===== config.mk =====
export PLATFORM = sky130hd
export DESIGN_NAME = nvsr_host
export DESIGN_NICKNAME = d
export VERILOG_FILES = /design/src/logic/nvsr_pkg.sv /design/src/logic/nvsr_timer.sv /design/src/logic/nvsr_host.sv
export VERILOG_INCLUDE_DIRS = /design/src /design/src/logic
export SDC_FILE = /design/constraint.sdc
export NUM_CORES = 1
export LEC_CHECK = 0
export BUFFER_PORTS_ARGS = -buffer_cell sky130_fd_sc_hd__buf_4
export CORE_MARGIN = 2
export CORE_UTILIZATION = 58
export DETAILED_ROUTE_END_ITERATION = 12
export PLACE_DENSITY = 0.87
export SETUP_SLACK_MARGIN = 0.4
export SYNTH_ARGS = -nofsm -noshare
export SYNTH_HDL_FRONTEND = slang
export SYNTH_SLANG_ARGS = --single-unit

===== constraint.sdc =====
create_clock -name clk_i -period 6.15 [get_ports clk_i]
set_input_delay 1.23 -clock clk_i [delete_from_list [all_inputs] [get_ports clk_i]]
set_output_delay 1.23 -clock clk_i [all_outputs]
set_load 0.01 [all_outputs]

===== src/logic/nvsr_cfg.svh =====
// constants for the nonvolatile sram host controller
`ifndef NVSR_CFG_SVH
`define NVSR_CFG_SVH
`define NVSR_AW 13
`define NVSR_DW 8
`define NVSR_SEQ_A0 13'h0000
`define NVSR_SEQ_A1 13'h1555
`define NVSR_SEQ_A2 13'h0aaa
`define NVSR_SEQ_A3 13'h1fff
`define NVSR_SEQ_A4 13'h10f0
`define NVSR_SEQ_SAVE 13'h0f0f
`define NVSR_SEQ_RESTORE 13'h0f0e
`define NVSR_CLK_PS 4000
`define NVSR_SAVE_MS 10
`define NVSR_RESTORE_US 20
`define NVSR_PWRUP_US 550
// save time worked in nanoseconds over nanoseconds so the product stays inside 32-bit integer range
`define NVSR_SAVE_CYC (`NVSR_SAVE_MS * 1000000 / (`NVSR_CLK_PS / 1000))
`define NVSR_RESTORE_CYC (`NVSR_RESTORE_US * 1000000 / `NVSR_CLK_PS)
`define NVSR_PWRUP_CYC (`NVSR_PWRUP_US * 1000000 / `NVSR_CLK_PS)
`define NVSR_STROBE_CYC 5
`define NVSR_WAIT_W 24
`endif


===== src/logic/nvsr_pkg.sv =====
// types for the nonvolatile sram host controller
package nvsr_pkg;
  typedef enum logic [2:0] {
    NVSR_IDLE = 3'b000,
    NVSR_SETUP = 3'b001,
    NVSR_STROBE = 3'b010,
    NVSR_HOLD = 3'b011,
    NVSR_WAIT = 3'b100
  } nvsr_state_t;
  typedef enum logic [1:0] {
    NVSR_CMD_READ = 2'b00,
    NVSR_CMD_WRITE = 2'b01,
    NVSR_CMD_SAVE = 2'b10,
    NVSR_CMD_RESTORE = 2'b11
  } nvsr_cmd_t;
endpackage


===== src/logic/nvsr_timer.sv =====
// down counter that times strobes and nonvolatile waits
`timescale 1ns/100ps
`include "nvsr_cfg.svh"
module nvsr_timer (
  // clock and reset
  input wire logic clk_i,
  input wire logic sys_rst_i,
  // load and status
  input wire logic load_i,
  input wire logic [`NVSR_WAIT_W-1:0] count_i,
  output logic done_o
);
  // ==========================================
  // counter
  logic [`NVSR_WAIT_W-1:0] cnt_reg; // cycles left
  logic [`NVSR_WAIT_W-1:0] cnt_next;
  // load wins over counting
  always_comb begin
    cnt_next = cnt_reg;
    if (load_i) begin
      cnt_next = count_i;
    end else if (cnt_reg != '0) begin
      cnt_next = cnt_reg - 1'b1;
    end
  end
  always_ff @(posedge clk_i) begin
    if (sys_rst_i) begin
      cnt_reg <= '0;
    end else begin
      cnt_reg <= cnt_next;
    end
  end
  // done only once the count runs out and no reload is pending
  assign done_o = (cnt_reg == '0) && !load_i;
endmodule


===== src/logic/nvsr_host.sv =====
// host controller driving an 8k x 8 nonvolatile sram through its pins
`timescale 1ns/100ps
`include "nvsr_cfg.svh"
// Contract
// - host holds address stable through write
// - host never writes at power-up restore end
// - save after six select reads, fixed order
// - restore: same five, then 0f0e
// - only reads advance; enable optional
// - power configuration fixed while running
// - write strobe high on all sequence reads
module nvsr_host (
  // clock and reset
  input wire logic clk_i,
  input wire logic sys_rst_i,
  // user command port
  input wire logic cmd_valid_i,
  input wire nvsr_pkg::nvsr_cmd_t cmd_i,
  input wire logic [`NVSR_AW-1:0] cmd_addr_i,
  input wire logic [`NVSR_DW-1:0] cmd_wdata_i,
  output logic cmd_ready_o,
  output logic rsp_valid_o,
  output logic [`NVSR_DW-1:0] rsp_rdata_o,
  // device pins
  output logic chip_sel_n_o,
  output logic write_n_o,
  output logic out_en_n_o,
  output logic [`NVSR_AW-1:0] address_lines_o,
  output logic [`NVSR_DW-1:0] data_lines_o,
  output logic data_lines_oe_n_o,
  input wire logic [`NVSR_DW-1:0] data_lines_i,
  input wire logic hw_save_busy_n_i
);
  // ==========================================
  // sequence lookup
  // address of step k of a save or restore trigger
  function automatic logic [`NVSR_AW-1:0] seq_addr(input logic [2:0] k, input logic restore);
    case (k)
      3'h0: seq_addr = `NVSR_SEQ_A0;
      3'h1: seq_addr = `NVSR_SEQ_A1;
      3'h2: seq_addr = `NVSR_SEQ_A2;
      3'h3: seq_addr = `NVSR_SEQ_A3;
      3'h4: seq_addr = `NVSR_SEQ_A4;
      default: seq_addr = restore ? `NVSR_SEQ_RESTORE : `NVSR_SEQ_SAVE;
    endcase
  endfunction

  // ==========================================
  // state
  nvsr_pkg::nvsr_state_t st_reg, st_next; // pin cycle phase
  nvsr_pkg::nvsr_cmd_t op_reg, op_next; // operation in flight
  logic [2:0] step_reg, step_next; // sequence read index
  logic [`NVSR_AW-1:0] addr_reg, addr_next;
  logic [`NVSR_DW-1:0] wdat_reg, wdat_next;
  logic ce_n_reg, ce_n_next;
  logic we_n_reg, we_n_next;
  logic oe_n_reg, oe_n_next;
  logic doe_n_reg, doe_n_next; // low while we drive data
  logic rdy_reg, rdy_next;
  logic rv_reg, rv_next;
  logic [`NVSR_DW-1:0] rd_reg, rd_next;
  logic pwr_reg, pwr_next; // power-up restore wait pending
  // timer interface
  logic tload;
  logic [`NVSR_WAIT_W-1:0] tcount;
  logic tdone;

  nvsr_timer u_timer (
    .clk_i(clk_i),
    .sys_rst_i(sys_rst_i),
    .load_i(tload),
    .count_i(tcount),
    .done_o(tdone)
  );

  // ==========================================
  // next-state logic
  always_comb begin
    st_next = st_reg;
    op_next = op_reg;
    step_next = step_reg;
    addr_next = addr_reg;
    wdat_next = wdat_reg;
    ce_n_next = ce_n_reg;
    we_n_next = we_n_reg;
    oe_n_next = oe_n_reg;
    doe_n_next = doe_n_reg;
    rdy_next = rdy_reg;
    rv_next = 1'b0;
    rd_next = rd_reg;
    pwr_next = pwr_reg;
    tload = 1'b0;
    tcount = '0;
    case (st_reg)
      nvsr_pkg::NVSR_IDLE: begin
        // a busy device refuses all access, so hold off
        if (pwr_reg) begin
          // wait out power-up restore with write idle
          tload = 1'b1;
          tcount = `NVSR_WAIT_W'(`NVSR_PWRUP_CYC);
          // armed once per reset: the power configuration is taken as fixed while running
          pwr_next = 1'b0;
          rdy_next = 1'b0;
          st_next = nvsr_pkg::NVSR_WAIT;
        end else if (cmd_valid_i && rdy_reg && hw_save_busy_n_i) begin
          rdy_next = 1'b0;
          op_next = cmd_i;
          step_next = 3'h0;
          wdat_next = cmd_wdata_i;
          // reads and writes use the user address; triggers use the sequence
          if (cmd_i == nvsr_pkg::NVSR_CMD_READ || cmd_i == nvsr_pkg::NVSR_CMD_WRITE) begin
            addr_next = cmd_addr_i;
          end else begin
            addr_next = seq_addr(3'h0, cmd_i == nvsr_pkg::NVSR_CMD_RESTORE);
          end
          st_next = nvsr_pkg::NVSR_SETUP;
        end
      end
      nvsr_pkg::NVSR_SETUP: begin
        // address has been stable a cycle; now assert the strobes
        ce_n_next = 1'b0;
        if (op_reg == nvsr_pkg::NVSR_CMD_WRITE) begin
          we_n_next = 1'b0;
          oe_n_next = 1'b1;
          doe_n_next = 1'b0;
        end else begin
          we_n_next = 1'b1;
          oe_n_next = 1'b0;
        end
        tload = 1'b1;
        tcount = `NVSR_WAIT_W'(`NVSR_STROBE_CYC);
        st_next = nvsr_pkg::NVSR_STROBE;
      end
      nvsr_pkg::NVSR_STROBE: begin
        if (tdone) begin
          // select rises first so every cycle is select controlled
          ce_n_next = 1'b1;
          rd_next = data_lines_i;
          st_next = nvsr_pkg::NVSR_HOLD;
        end
      end
      nvsr_pkg::NVSR_HOLD: begin
        // address and data held one cycle past the rising select
        we_n_next = 1'b1;
        oe_n_next = 1'b1;
        doe_n_next = 1'b1;
        if (op_reg == nvsr_pkg::NVSR_CMD_READ || op_reg == nvsr_pkg::NVSR_CMD_WRITE) begin
          rv_next = (op_reg == nvsr_pkg::NVSR_CMD_READ);
          rdy_next = 1'b1;
          st_next = nvsr_pkg::NVSR_IDLE;
        end else if (step_reg != 3'h5) begin
          // back to back sequence reads with nothing between
          step_next = step_reg + 3'h1;
          addr_next = seq_addr(step_reg + 3'h1, op_reg == nvsr_pkg::NVSR_CMD_RESTORE);
          st_next = nvsr_pkg::NVSR_SETUP;
        end else begin
          // device now busy; keep pins idle for the full duration
          tload = 1'b1;
          tcount = (op_reg == nvsr_pkg::NVSR_CMD_SAVE) ? `NVSR_WAIT_W'(`NVSR_SAVE_CYC)
                                                       : `NVSR_WAIT_W'(`NVSR_RESTORE_CYC);
          st_next = nvsr_pkg::NVSR_WAIT;
        end
      end
      nvsr_pkg::NVSR_WAIT: begin
        if (tdone) begin
          rdy_next = 1'b1;
          st_next = nvsr_pkg::NVSR_IDLE;
        end
      end
      default: begin
        st_next = nvsr_pkg::NVSR_IDLE;
      end
    endcase
  end

  // ==========================================
  // registers
  always_ff @(posedge clk_i) begin
    if (sys_rst_i) begin
      st_reg <= nvsr_pkg::NVSR_IDLE;
      op_reg <= nvsr_pkg::NVSR_CMD_READ;
      step_reg <= 3'h0;
      addr_reg <= '0;
      wdat_reg <= '0;
      ce_n_reg <= 1'b1;
      we_n_reg <= 1'b1;
      oe_n_reg <= 1'b1;
      doe_n_reg <= 1'b1;
      rdy_reg <= 1'b0;
      rv_reg <= 1'b0;
      rd_reg <= '0;
      pwr_reg <= 1'b1;
    end else begin
      st_reg <= st_next;
      op_reg <= op_next;
      step_reg <= step_next;
      addr_reg <= addr_next;
      wdat_reg <= wdat_next;
      ce_n_reg <= ce_n_next;
      we_n_reg <= we_n_next;
      oe_n_reg <= oe_n_next;
      doe_n_reg <= doe_n_next;
      rdy_reg <= rdy_next;
      rv_reg <= rv_next;
      rd_reg <= rd_next;
      pwr_reg <= pwr_next;
    end
  end

  // ==========================================
  // outputs, straight from flip-flops
  assign chip_sel_n_o = ce_n_reg;
  assign write_n_o = we_n_reg;
  assign out_en_n_o = oe_n_reg;
  assign address_lines_o = addr_reg;
  assign data_lines_o = wdat_reg;
  assign data_lines_oe_n_o = doe_n_reg;
  assign cmd_ready_o = rdy_reg;
  assign rsp_valid_o = rv_reg;
  assign rsp_rdata_o = rd_reg;

  // ==========================================
  // checks
  a_seq_write_high: assert property (@(posedge clk_i) disable iff (sys_rst_i)
    (!ce_n_reg && op_reg inside {nvsr_pkg::NVSR_CMD_SAVE, nvsr_pkg::NVSR_CMD_RESTORE}) |-> we_n_reg)
    else $error("write strobe low during trigger read");
  a_write_addr_stable: assert property (@(posedge clk_i) disable iff (sys_rst_i)
    (!we_n_reg && $past(!we_n_reg)) |-> $stable(addr_reg))
    else $error("address moved during write");
  a_write_oe_high: assert property (@(posedge clk_i) disable iff (sys_rst_i)
    !we_n_reg |-> oe_n_reg)
    else $error("output enable low during write");
  a_read_strobes: assert property (@(posedge clk_i) disable iff (sys_rst_i)
    (!ce_n_reg && op_reg == nvsr_pkg::NVSR_CMD_READ) |-> (!oe_n_reg && we_n_reg))
    else $error("read strobes wrong");
  a_sel_rises_first: assert property (@(posedge clk_i) disable iff (sys_rst_i)
    ($rose(ce_n_reg) && op_reg == nvsr_pkg::NVSR_CMD_WRITE) |-> !we_n_reg)
    else $error("write not ended by select");
  a_seq_addr: assert property (@(posedge clk_i) disable iff (sys_rst_i)
    ($fell(ce_n_reg) && op_reg == nvsr_pkg::NVSR_CMD_SAVE && step_reg == 3'h5) |-> addr_reg == `NVSR_SEQ_SAVE)
    else $error("save trigger last address wrong");
  a_restore_addr: assert property (@(posedge clk_i) disable iff (sys_rst_i)
    ($fell(ce_n_reg) && op_reg == nvsr_pkg::NVSR_CMD_RESTORE && step_reg == 3'h5) |-> addr_reg == `NVSR_SEQ_RESTORE)
    else $error("restore trigger last address wrong");
  a_wait_idle: assert property (@(posedge clk_i) disable iff (sys_rst_i)
    (st_reg == nvsr_pkg::NVSR_WAIT) |-> (ce_n_reg && we_n_reg && !rdy_reg))
    else $error("pins active during transfer");
endmodule


* Yosys cells after proc, flatten, opt, wreduce, memory -nomap -nowiden *
Index checks and enable logic that the tools add are counted.

word-level totals
  register bits after elaboration = 68
  output and inout port bits = 35
  word-level logic and storage cells = 109
  input bits = 35

cells by class
  muxes and demuxes = 43
  equality and inequality tests = 22
  add/subtract/negate cells = 2
  reductions and logical operators = 25
  bitwise logic cells = 3

operators by type and width
  cell                   count
  $mux 22                3
  $pmux 22 s3            1
  $mux 13                5
  $pmux 13 s5            1
  $mux 24                2
  $mux 3                 10
  $pmux 13 s2            1
  $logic_not 24->1       1
  $reduce_bool 24->1     1
  $sub 24x1->24 const B  1
  $mux 18                1
  $ne 2x2->1 const B     8
  $pmux 3 s5             1
  $eq 3x2->1 const B     4
  $mux 1                 11
  $pmux 1 s2             4
  $reduce_bool 2->1      4
  $eq 3x1->1 const B     2
  $eq 3x3->1 const B     2
  $logic_not 3->1        2
  $ne 3x3->1 const B     2
  $pmux 1 s3             2
  $pmux 3 s2             1
  $reduce_and 2->1       3
  other kinds (13)       22

* Depth between registers and ports, before layout *
Gate-level depths: netlist of the first run.

  depth in word-level cells = 8
  gate-level depth with buffers = 8
  gate-level depth less buffers = 7

* Cells and area by module *
Synthesis of the first run repeated with hierarchy kept, for this count alone.

second synthesis, totals
  cells, all modules = 432
  area, all modules = 3666.0 um2

by module, submodules not included
  module      times used  area each (um2)  seq. area each (um2)  cells each
  nvsr_host   1           2059.5           880.8                 242
  nvsr_timer  1           1606.5           480.5                 190

* Worst setup path before layout of the first run *
No wires, ideal clock.

  path type = input port to flip-flop
  start = input port hw_save_busy_n_i
  end = register addr_reg[2] (netlist: address_lines_o[2])
  path slack = 3.781 ns
  setup time = 0.086 ns
  path buffers = 1
  stages on the path = 6
  arrival time = 2.283 ns
  data required time = 6.064 ns
  cell sequence = nand3_1 -> nand2b_1 -> a21oi_1 -> buf_2 -> nor2_1 -> a211oi_1

between the ends
  longest elaborated chain between the ends = 3

ends and longest elaborated chain
  element                            RTL line          RTL
  start: declaration                 nvsr_host.sv:32   input wire logic hw_save_busy_n_i
  $logic_and 1x1->1                  nvsr_host.sv:105  end else if (cmd_valid_i && rdy_reg && hw_save_busy_n_i) begin
  $ne 2x2->1 (no source line)        --
  $reduce_and 5->1 (no source line)  --
  end signal: assignment             nvsr_host.sv:197  addr_reg <= addr_next;
  end: declaration                   nvsr_host.sv:53   logic [`NVSR_AW-1:0] addr_reg, addr_next;

No other way between the ends.
A chain may end at the register's enable or synchronous reset.

* Worst setup path after layout of the first run *
  start = input port hw_save_busy_n_i
  end = register addr_reg[8] (netlist: address_lines_o[8])

Same word-level chain as after synthesis.

==> impl_metrics.csv, run 1 <==
group,metric,value,unit
outcome,status,"completed",
sta,fin_crit_sh,51.2,%
critical_path,criticalPathCategory,"in -> reg",
grt,gr-total-overflow,0,
sta,finalHoldViolations,0,
cts,cts_root_buffer,"clkbuf_8",
sta,worstMarginPinSlew,1260,ps
placement,post-place-ws,2680,ps
synth,yosysUniqueCellTypes,55,
power_and_ir_drop,pwr-share-comb,37.5,%
finish,fin_area,4020,sq um
worst_hold_path,holdPathStages,1,
grt,antenna_found_initial,0,
cts,cts_tree,"yes",
route,wl_per_cell,15.8,um
synth,syn_area_per_cell,8.67,sq um
sta,skew,5.69,ps
grt,grt_pass1_wl,13.5,mm
critical_path,worst-path-max-fanout,16,
finish,drive_gt1_share,23.3,%
grt,grt_pass1_vias,2957,
placement,postPlaceCellArea,3750,sq um
finish,diodes,0,
die,io-pin-count,70,
placement,numPortBuffers,69,
sta,finalWorstSetupSlack,3000,ps
die,dieArea,6140,sq um
sta,rsz0062_at_grt,"false",
placement,place_congestion,0.831,
cts,cts_resized,0,
critical_path,reg2reg_to,"address_lines_o[8]",
critical_path,cp_slowest_cell,"a21oi_1",
worst_hold_path,hold_start,"chip_sel_n_o",
sta,slew_violations,0,
die,fp.dieH,78.4,um
worst_hold_path,hold_path_class,"reg -> reg",
cts,cts_buffers,9,
sta,setup_viol,0,
die,initial_utilization,59.3,%
cts,clkTransAtPathRegs,70,ps
critical_path,start_kind,"input pin",
job,maxCapViolCount,0,
sta,fmax,317,MHz
power_and_ir_drop,powerDensity,441,nW/um^2
synth,synth_top_area_share,42.5,%
cts,cts_sinks,68,
critical_path,critPathCaptureType,"register",
critical_path,r2r_setup_slack,3270,ps
synth,ys_seq_elements,68,
synth,mappedNetlistArea,3210,sq um
die,placementRows,27,
finish,nets,475,
sta,maxSlewHeadroom,16.2,%
grt,grt_max_degree,46,
die,die_x,78.4,um
critical_path,slowest_delay,1120,ps
power_and_ir_drop,p_sw_share,38.1,%
critical_path,cp_num_buf_inv,1,
route,viasPerCell,5.88,
critical_path,cp.depth,6,
critical_path,r2r_start,"st_reg[2]",
cts,hold_buffers,0,
synth,synth_area_leader_cell,"dfxtp_1",
cts,cts.htree.levels,3,
synth,ys_seq_area_share,42.5,%
synth,synth-async-reset-ratio,0,%
route,drtAntennaViolNets,0,
power_and_ir_drop,power.total,0.00178,W
synth,syn_inst,370,
finish,largest_register_ffs,24,
die,core,5410,sq um
synth,yosysWarnings,0,
finish,layoutNonFillerInstCount,510,
critical_path,reg2regPathDepth,5,
power_and_ir_drop,p_leak,1.67,nW
route,first_pass_iters,4,
route,first_iter_violations,188,
route,wl,8.08,mm
cts,cts_buffer_depth,2,
cts,cts_setup_buffers,0,
worst_hold_path,hold_end,"chip_sel_n_o",
synth,synthTopCellsByArea,"dfxtp_1 42%, nor2_1 6.4%, mux2i_1 5.9%",
grt,grtUsageTotal,28.1,%
power_and_ir_drop,vdd_drop_max,0.233,mV
power_and_ir_drop,power_switching,0.000676,W
finish,area_delta_synth_final,25.5,%
power_and_ir_drop,pwr-share-clk,27.5,%
sta,fin_setup_tns,0,ps
critical_path,crit_path_cell_trace,"buf_4 > nand3_1 > nand2b_1 > a21oi_1 > nor2_1 > a211oi_1",
placement,place_inst,494,
sta,period_needed,3150,ps
power_and_ir_drop,internal_power,0.00110,W
synth,synth_ff_type,"dfxtp_1",
placement,hpwl,5.44,mm
critical_path,arrival,3420,ps
critical_path,crit_family,"compound AO/OA/AOI/OAI gates",
synth,synth_edf_count,0,
route,dr_total_vias,2998,
finish,fill_cells,388,
synth,synth_nets,412,
critical_path,crit_required,6420,ps
cts,clk_latency,360,ps
power_and_ir_drop,pwr-share-seq,35.0,%
route,drc,0,
metal layers:
layer | share of wire [%] | GRT usage, % | up-vias
met2 | 49 | 46.7 | 98
met4 | 2.8 | 15.4 | 0
met5 | 0 | 0 | -
li1 | - | - | 1455
met3 | 6.3 | 7.36 | 24
met1 | 42 | 33.1 | 1421
cells in the final DEF (no fill, tap or decap), types with 10 or more instances in the layout:
cell type | netlist | layout
a211oi_1 | 16 | 16
a21oi_1 | 20 | 20
buf_4 | 0 | 70
clkbuf_8 | 0 | 13
dfxtp_1 | 68 | 68
mux2i_1 | 19 | 19
nand2_1 | 31 | 31
nand3_1 | 10 | 10
nor2_1 | 55 | 55
nor3_1 | 20 | 20
worst register-to-register path, stage by stage, from the launching register on:
cell and delay (ps):
dfxtp_1 440, nor4_1 400, nand2b_1 460, a21oi_1 1120
nor2_1 120, a211oi_1 260
through the flow:
step,hold slack (ps),util [%]
after detailed placement,453,69.5
final,466,74.4
after floorplan,452,-
after global routing,506,74.4
after CTS,470,74.4
after global placement,452,69.5
cell families (layout without fill, tap and decap cells):
group / after synthesis / after routing / share of synthesized area (%)
muxes: 19 / 19 / 5.93
and+or+nand+nor: 164 / 164 / 27.0
adders and majority gates: 7 / 7 / 2.73
AOI/OAI and AO/OA: 72 / 72 / 14.8
DFF: 68 / 68 / 42.5
xor gates and xnor gates: 14 / 14 / 3.82
buffers and inverters: 26 / 94 / 3.24
cell type report:
type | count | area (sq um) | area share (%)
clock inverter | 3 | 90.1 | 2.24
tap | 72 | 90.1 | 2.24
timing repair buffer | 70 | 526 | 13.1
multi-input combinational | 276 | 1750 | 43.4
clock buffer | 13 | 179 | 4.45
inverter | 8 | 30.0 | 0.746
sequential | 68 | 1360 | 33.8
cells in the mapped netlist (5+ instances only):
| cell | number |
|---|---|
| o21ai_0 | 9 |
| inv_1 | 7 |
| dfxtp_1 | 68 |
| clkbuf_1 | 11 |
| mux2i_1 | 19 |
| a21oi_1 | 20 |
| or3_1 | 5 |
| buf_2 | 5 |
| nor4_1 | 7 |
| nor2_1 | 55 |
| xnor2_1 | 9 |
| nor3_1 | 20 |
| xor2_1 | 5 |
| ha_1 | 7 |
| nand2_1 | 31 |
| nand3_1 | 10 |
| a211oi_1 | 16 |
worst max path at each step:
| stage | start | end | slack [ps] |
|---|---|---|---|
| 2_1_floorplan | hw_save_busy_n_i | address_lines_o[2] | 3780 |
| 3_3_place_gp | hw_save_busy_n_i | step_reg[1] | 2790 |
| 3_5_place_dp | hw_save_busy_n_i | address_lines_o[8] | 2680 |
| 4_1_cts | hw_save_busy_n_i | address_lines_o[8] | 2990 |
| 5_1_grt | hw_save_busy_n_i | address_lines_o[8] | 2800 |
| 6_report | hw_save_busy_n_i | address_lines_o[8] | 3000 |
power by group through the flow:
stage / clock network [W] / logic, W / registers (W)
floorplan: 0 / 0.000513 / 0.000592
global placement: 0 / 0.000625 / 0.000619
detailed placement: 0 / 0.000642 / 0.000626
CTS: 0.000487 / 0.000656 / 0.000617
global route: 0.000501 / 0.000733 / 0.000634
finish: 0.000489 / 0.000665 / 0.000622
Note: power is estimated with default switching activity, not from simulation.
==> run 2: changes to the inputs <==
- ABC_AREA: unset -> 1
- CORE_UTILIZATION: 58 -> 55
- PLACE_DENSITY: 0.87 -> 0.83
- clock period: 6.15 -> 3 ns (I/O delays scaled with it)
==> impl_metrics.csv, run 2 <==
group,metric,value,unit
critical_path,criticalPathCategory,"reg -> reg",
synth,syn_inst,513,
grt,grt_pass1_vias,3244,
critical_path,crit_required,3280,ps
cts,cts_root_buffer,"clkbuf_8",
sta,maxSlewHeadroom,58.4,%
synth,mappedNetlistArea,3560,sq um
route,dr_total_vias,3519,
worst_hold_path,hold_path_class,"reg -> reg",
sta,slew_violations,0,
sta,fin_setup_tns,0,ps
placement,hpwl,6.49,mm
cts,cts_buffer_depth,2,
sta,finalWorstSetupSlack,1010,ps
die,dieArea,7140,sq um
synth,synth_top_area_share,38.2,%
worst_hold_path,holdPathStages,2,
cts,cts_resized,0,
die,placementRows,29,
sta,setup_viol,0,
synth,synthTopCellsByArea,"dfxtp_1 38%, nor2_1 11%, nand2_1 9.8%",
finish,fill_cells,556,
synth,synth-async-reset-ratio,0,%
sta,finalHoldViolations,0,
synth,ys_seq_area_share,38.2,%
power_and_ir_drop,powerDensity,1060,nW/um^2
critical_path,start_kind,"register",
critical_path,worst-path-max-fanout,5,
critical_path,crit_start,"step_reg[0]",
finish,diodes,0,
cts,cts_sinks,68,
outcome,status,"completed",
die,initial_utilization,56.4,%
placement,place_congestion,0.934,
route,first_pass_iters,5,
job,maxCapViolCount,0,
power_and_ir_drop,vdd_drop_max,0.556,mV
cts,clk_latency,350,ps
sta,fin_crit_sh,66.3,%
grt,antenna_found_initial,0,
cts,cts.htree.levels,3,
cts,cts_setup_buffers,0,
die,core,6310,sq um
grt,grtUsageTotal,25.7,%
critical_path,reg2regPathDepth,9,
finish,multiInputGateArea,1900,sq um
critical_path,arrival,2270,ps
route,drc,0,
synth,yosysUniqueCellTypes,41,
cts,cts_tree,"yes",
finish,regArea,1360,sq um
route,viasPerCell,5.32,
synth,ys_seq_elements,68,
synth,synth.most_common_cell,"nor2_1",
die,die_x,84.5,um
route,wl,8.88,mm
sta,worstMarginPinSlew,619,ps
synth,synth_area_leader_cell,"dfxtp_1",
cts,clkTransAtPathRegs,80,ps
cts,hold_buffers,0,
grt,grt_pass1_wl,14.9,mm
synth,synth_nets,555,
synth,synth_edf_count,0,
finish,largest_register_ffs,24,
worst_hold_path,hold_start,"rsp_rdata_o[1]",
finish,mostFrequentLayoutCells,"101 x nor2_1, 93 x nand2_1, 70 x buf_4, 68 x dfxtp_1, 49 x inv_1",
sta,fmax,502,MHz
grt,gr-total-overflow,0,
sta,period_needed,1990,ps
sta,skew,7.46,ps
finish,final_common_cell,"nor2_1",
finish,area_delta_synth_final,21.6,%
synth,synth_ff_type,"dfxtp_1",
placement,numPortBuffers,69,
route,drtAntennaViolNets,0,
finish,nets,622,
route,wl_per_cell,13.4,um
grt,grt_max_degree,24,
critical_path,critPathCaptureType,"register",
finish,drive_gt1_share,21.5,%
cts,cts_buffers,9,
placement,post-place-ws,1050,ps
power_and_ir_drop,p_leak,2.09,nW
synth,syn_area_per_cell,6.95,sq um
route,first_iter_violations,292,
die,io-pin-count,70,
sta,rsz0062_at_grt,"false",
synth,synthTopCellsByCount,"101 x nor2_1, 93 x nand2_1, 68 x dfxtp_1, 49 x inv_1, 39 x o21ai_0",
critical_path,r2r_start,"step_reg[0]",
synth,yosysWarnings,0,
die,fp.dieH,84.5,um
run 2: cell families (layout without fill, tap and decap cells):
| family | after synthesis | after routing | share of synthesized area (%) |
|---|---|---|---|
| xor+xnor | 10 | 10 | 2.46 |
| simple gates | 265 | 265 | 34.6 |
| compound gates | 91 | 91 | 13.9 |
| buf+inv | 72 | 144 | 8.36 |
| fa+ha+maj | 7 | 7 | 2.46 |
| flops | 68 | 68 | 38.2 |
run 2: worst paths after layout:
check	endpoint	slack, ps
setup / recovery	address_lines_o[11]	1010
hold / removal	rsp_rdata_o[1]	450
setup reg to reg	address_lines_o[11]	1010
hold reg to reg	rsp_rdata_o[1]	450
run 2: metal layers:
| metal | global-route usage, % | wire length, um | vias to the layer above |
|---|---|---|---|
| met2 | 41.7 | 4210 | 139 |
| li1 | - | - | 1774 |
| met1 | 34.7 | 3900 | 1591 |
| met5 | 0 | 0 | - |
| met3 | 4.52 | 641 | 15 |
| met4 | 8.66 | 131 | 0 |
run 2: through the flow:
step	power [W]	cell area, sq um	hold WS (ps)	instances	utilization, %
3_3_place_gp	0.00362	4110	436	646	65.1
4_1_cts	0.00457	4330	453	662	68.6
5_1_grt	0.00495	4330	467	662	68.6
2_1_floorplan	0.00314	3560	457	513	-
6_report	0.00459	4330	449	662	68.6
3_5_place_dp	0.00368	4110	442	646	65.1
run 2: power breakdown:
| group | leakage [nW] | switching, W | internal, W |
|---|---|---|---|
| logic | 1.42 | 0.00149 | 0.000843 |
| registers | 0.554 | 0.000237 | 0.00115 |
| clock network | 0.110 | 0.000368 | 0.000494 |
run 2: final cells by class:
| cell class | instances | area share (%) |
|---|---|---|
| multi-input combinational | 373 | 43.9 |
| tap | 77 | 2.22 |
| clock inverter | 5 | 1.96 |
| sequential | 68 | 31.4 |
| timing repair buffer | 70 | 12.1 |
| clock buffer | 11 | 3.26 |
| inverter | 58 | 5.08 |
run 2: worst max-delay path, cell delays in order, from the launching register on:
cell and delay [ps]:
dfxtp_1 350, ha_1 230, ha_1 330, inv_1 90, nand2_1 90, o21ai_0 100, inv_1 80, o21ai_0 410
nor2_1 120, nor2_1 130
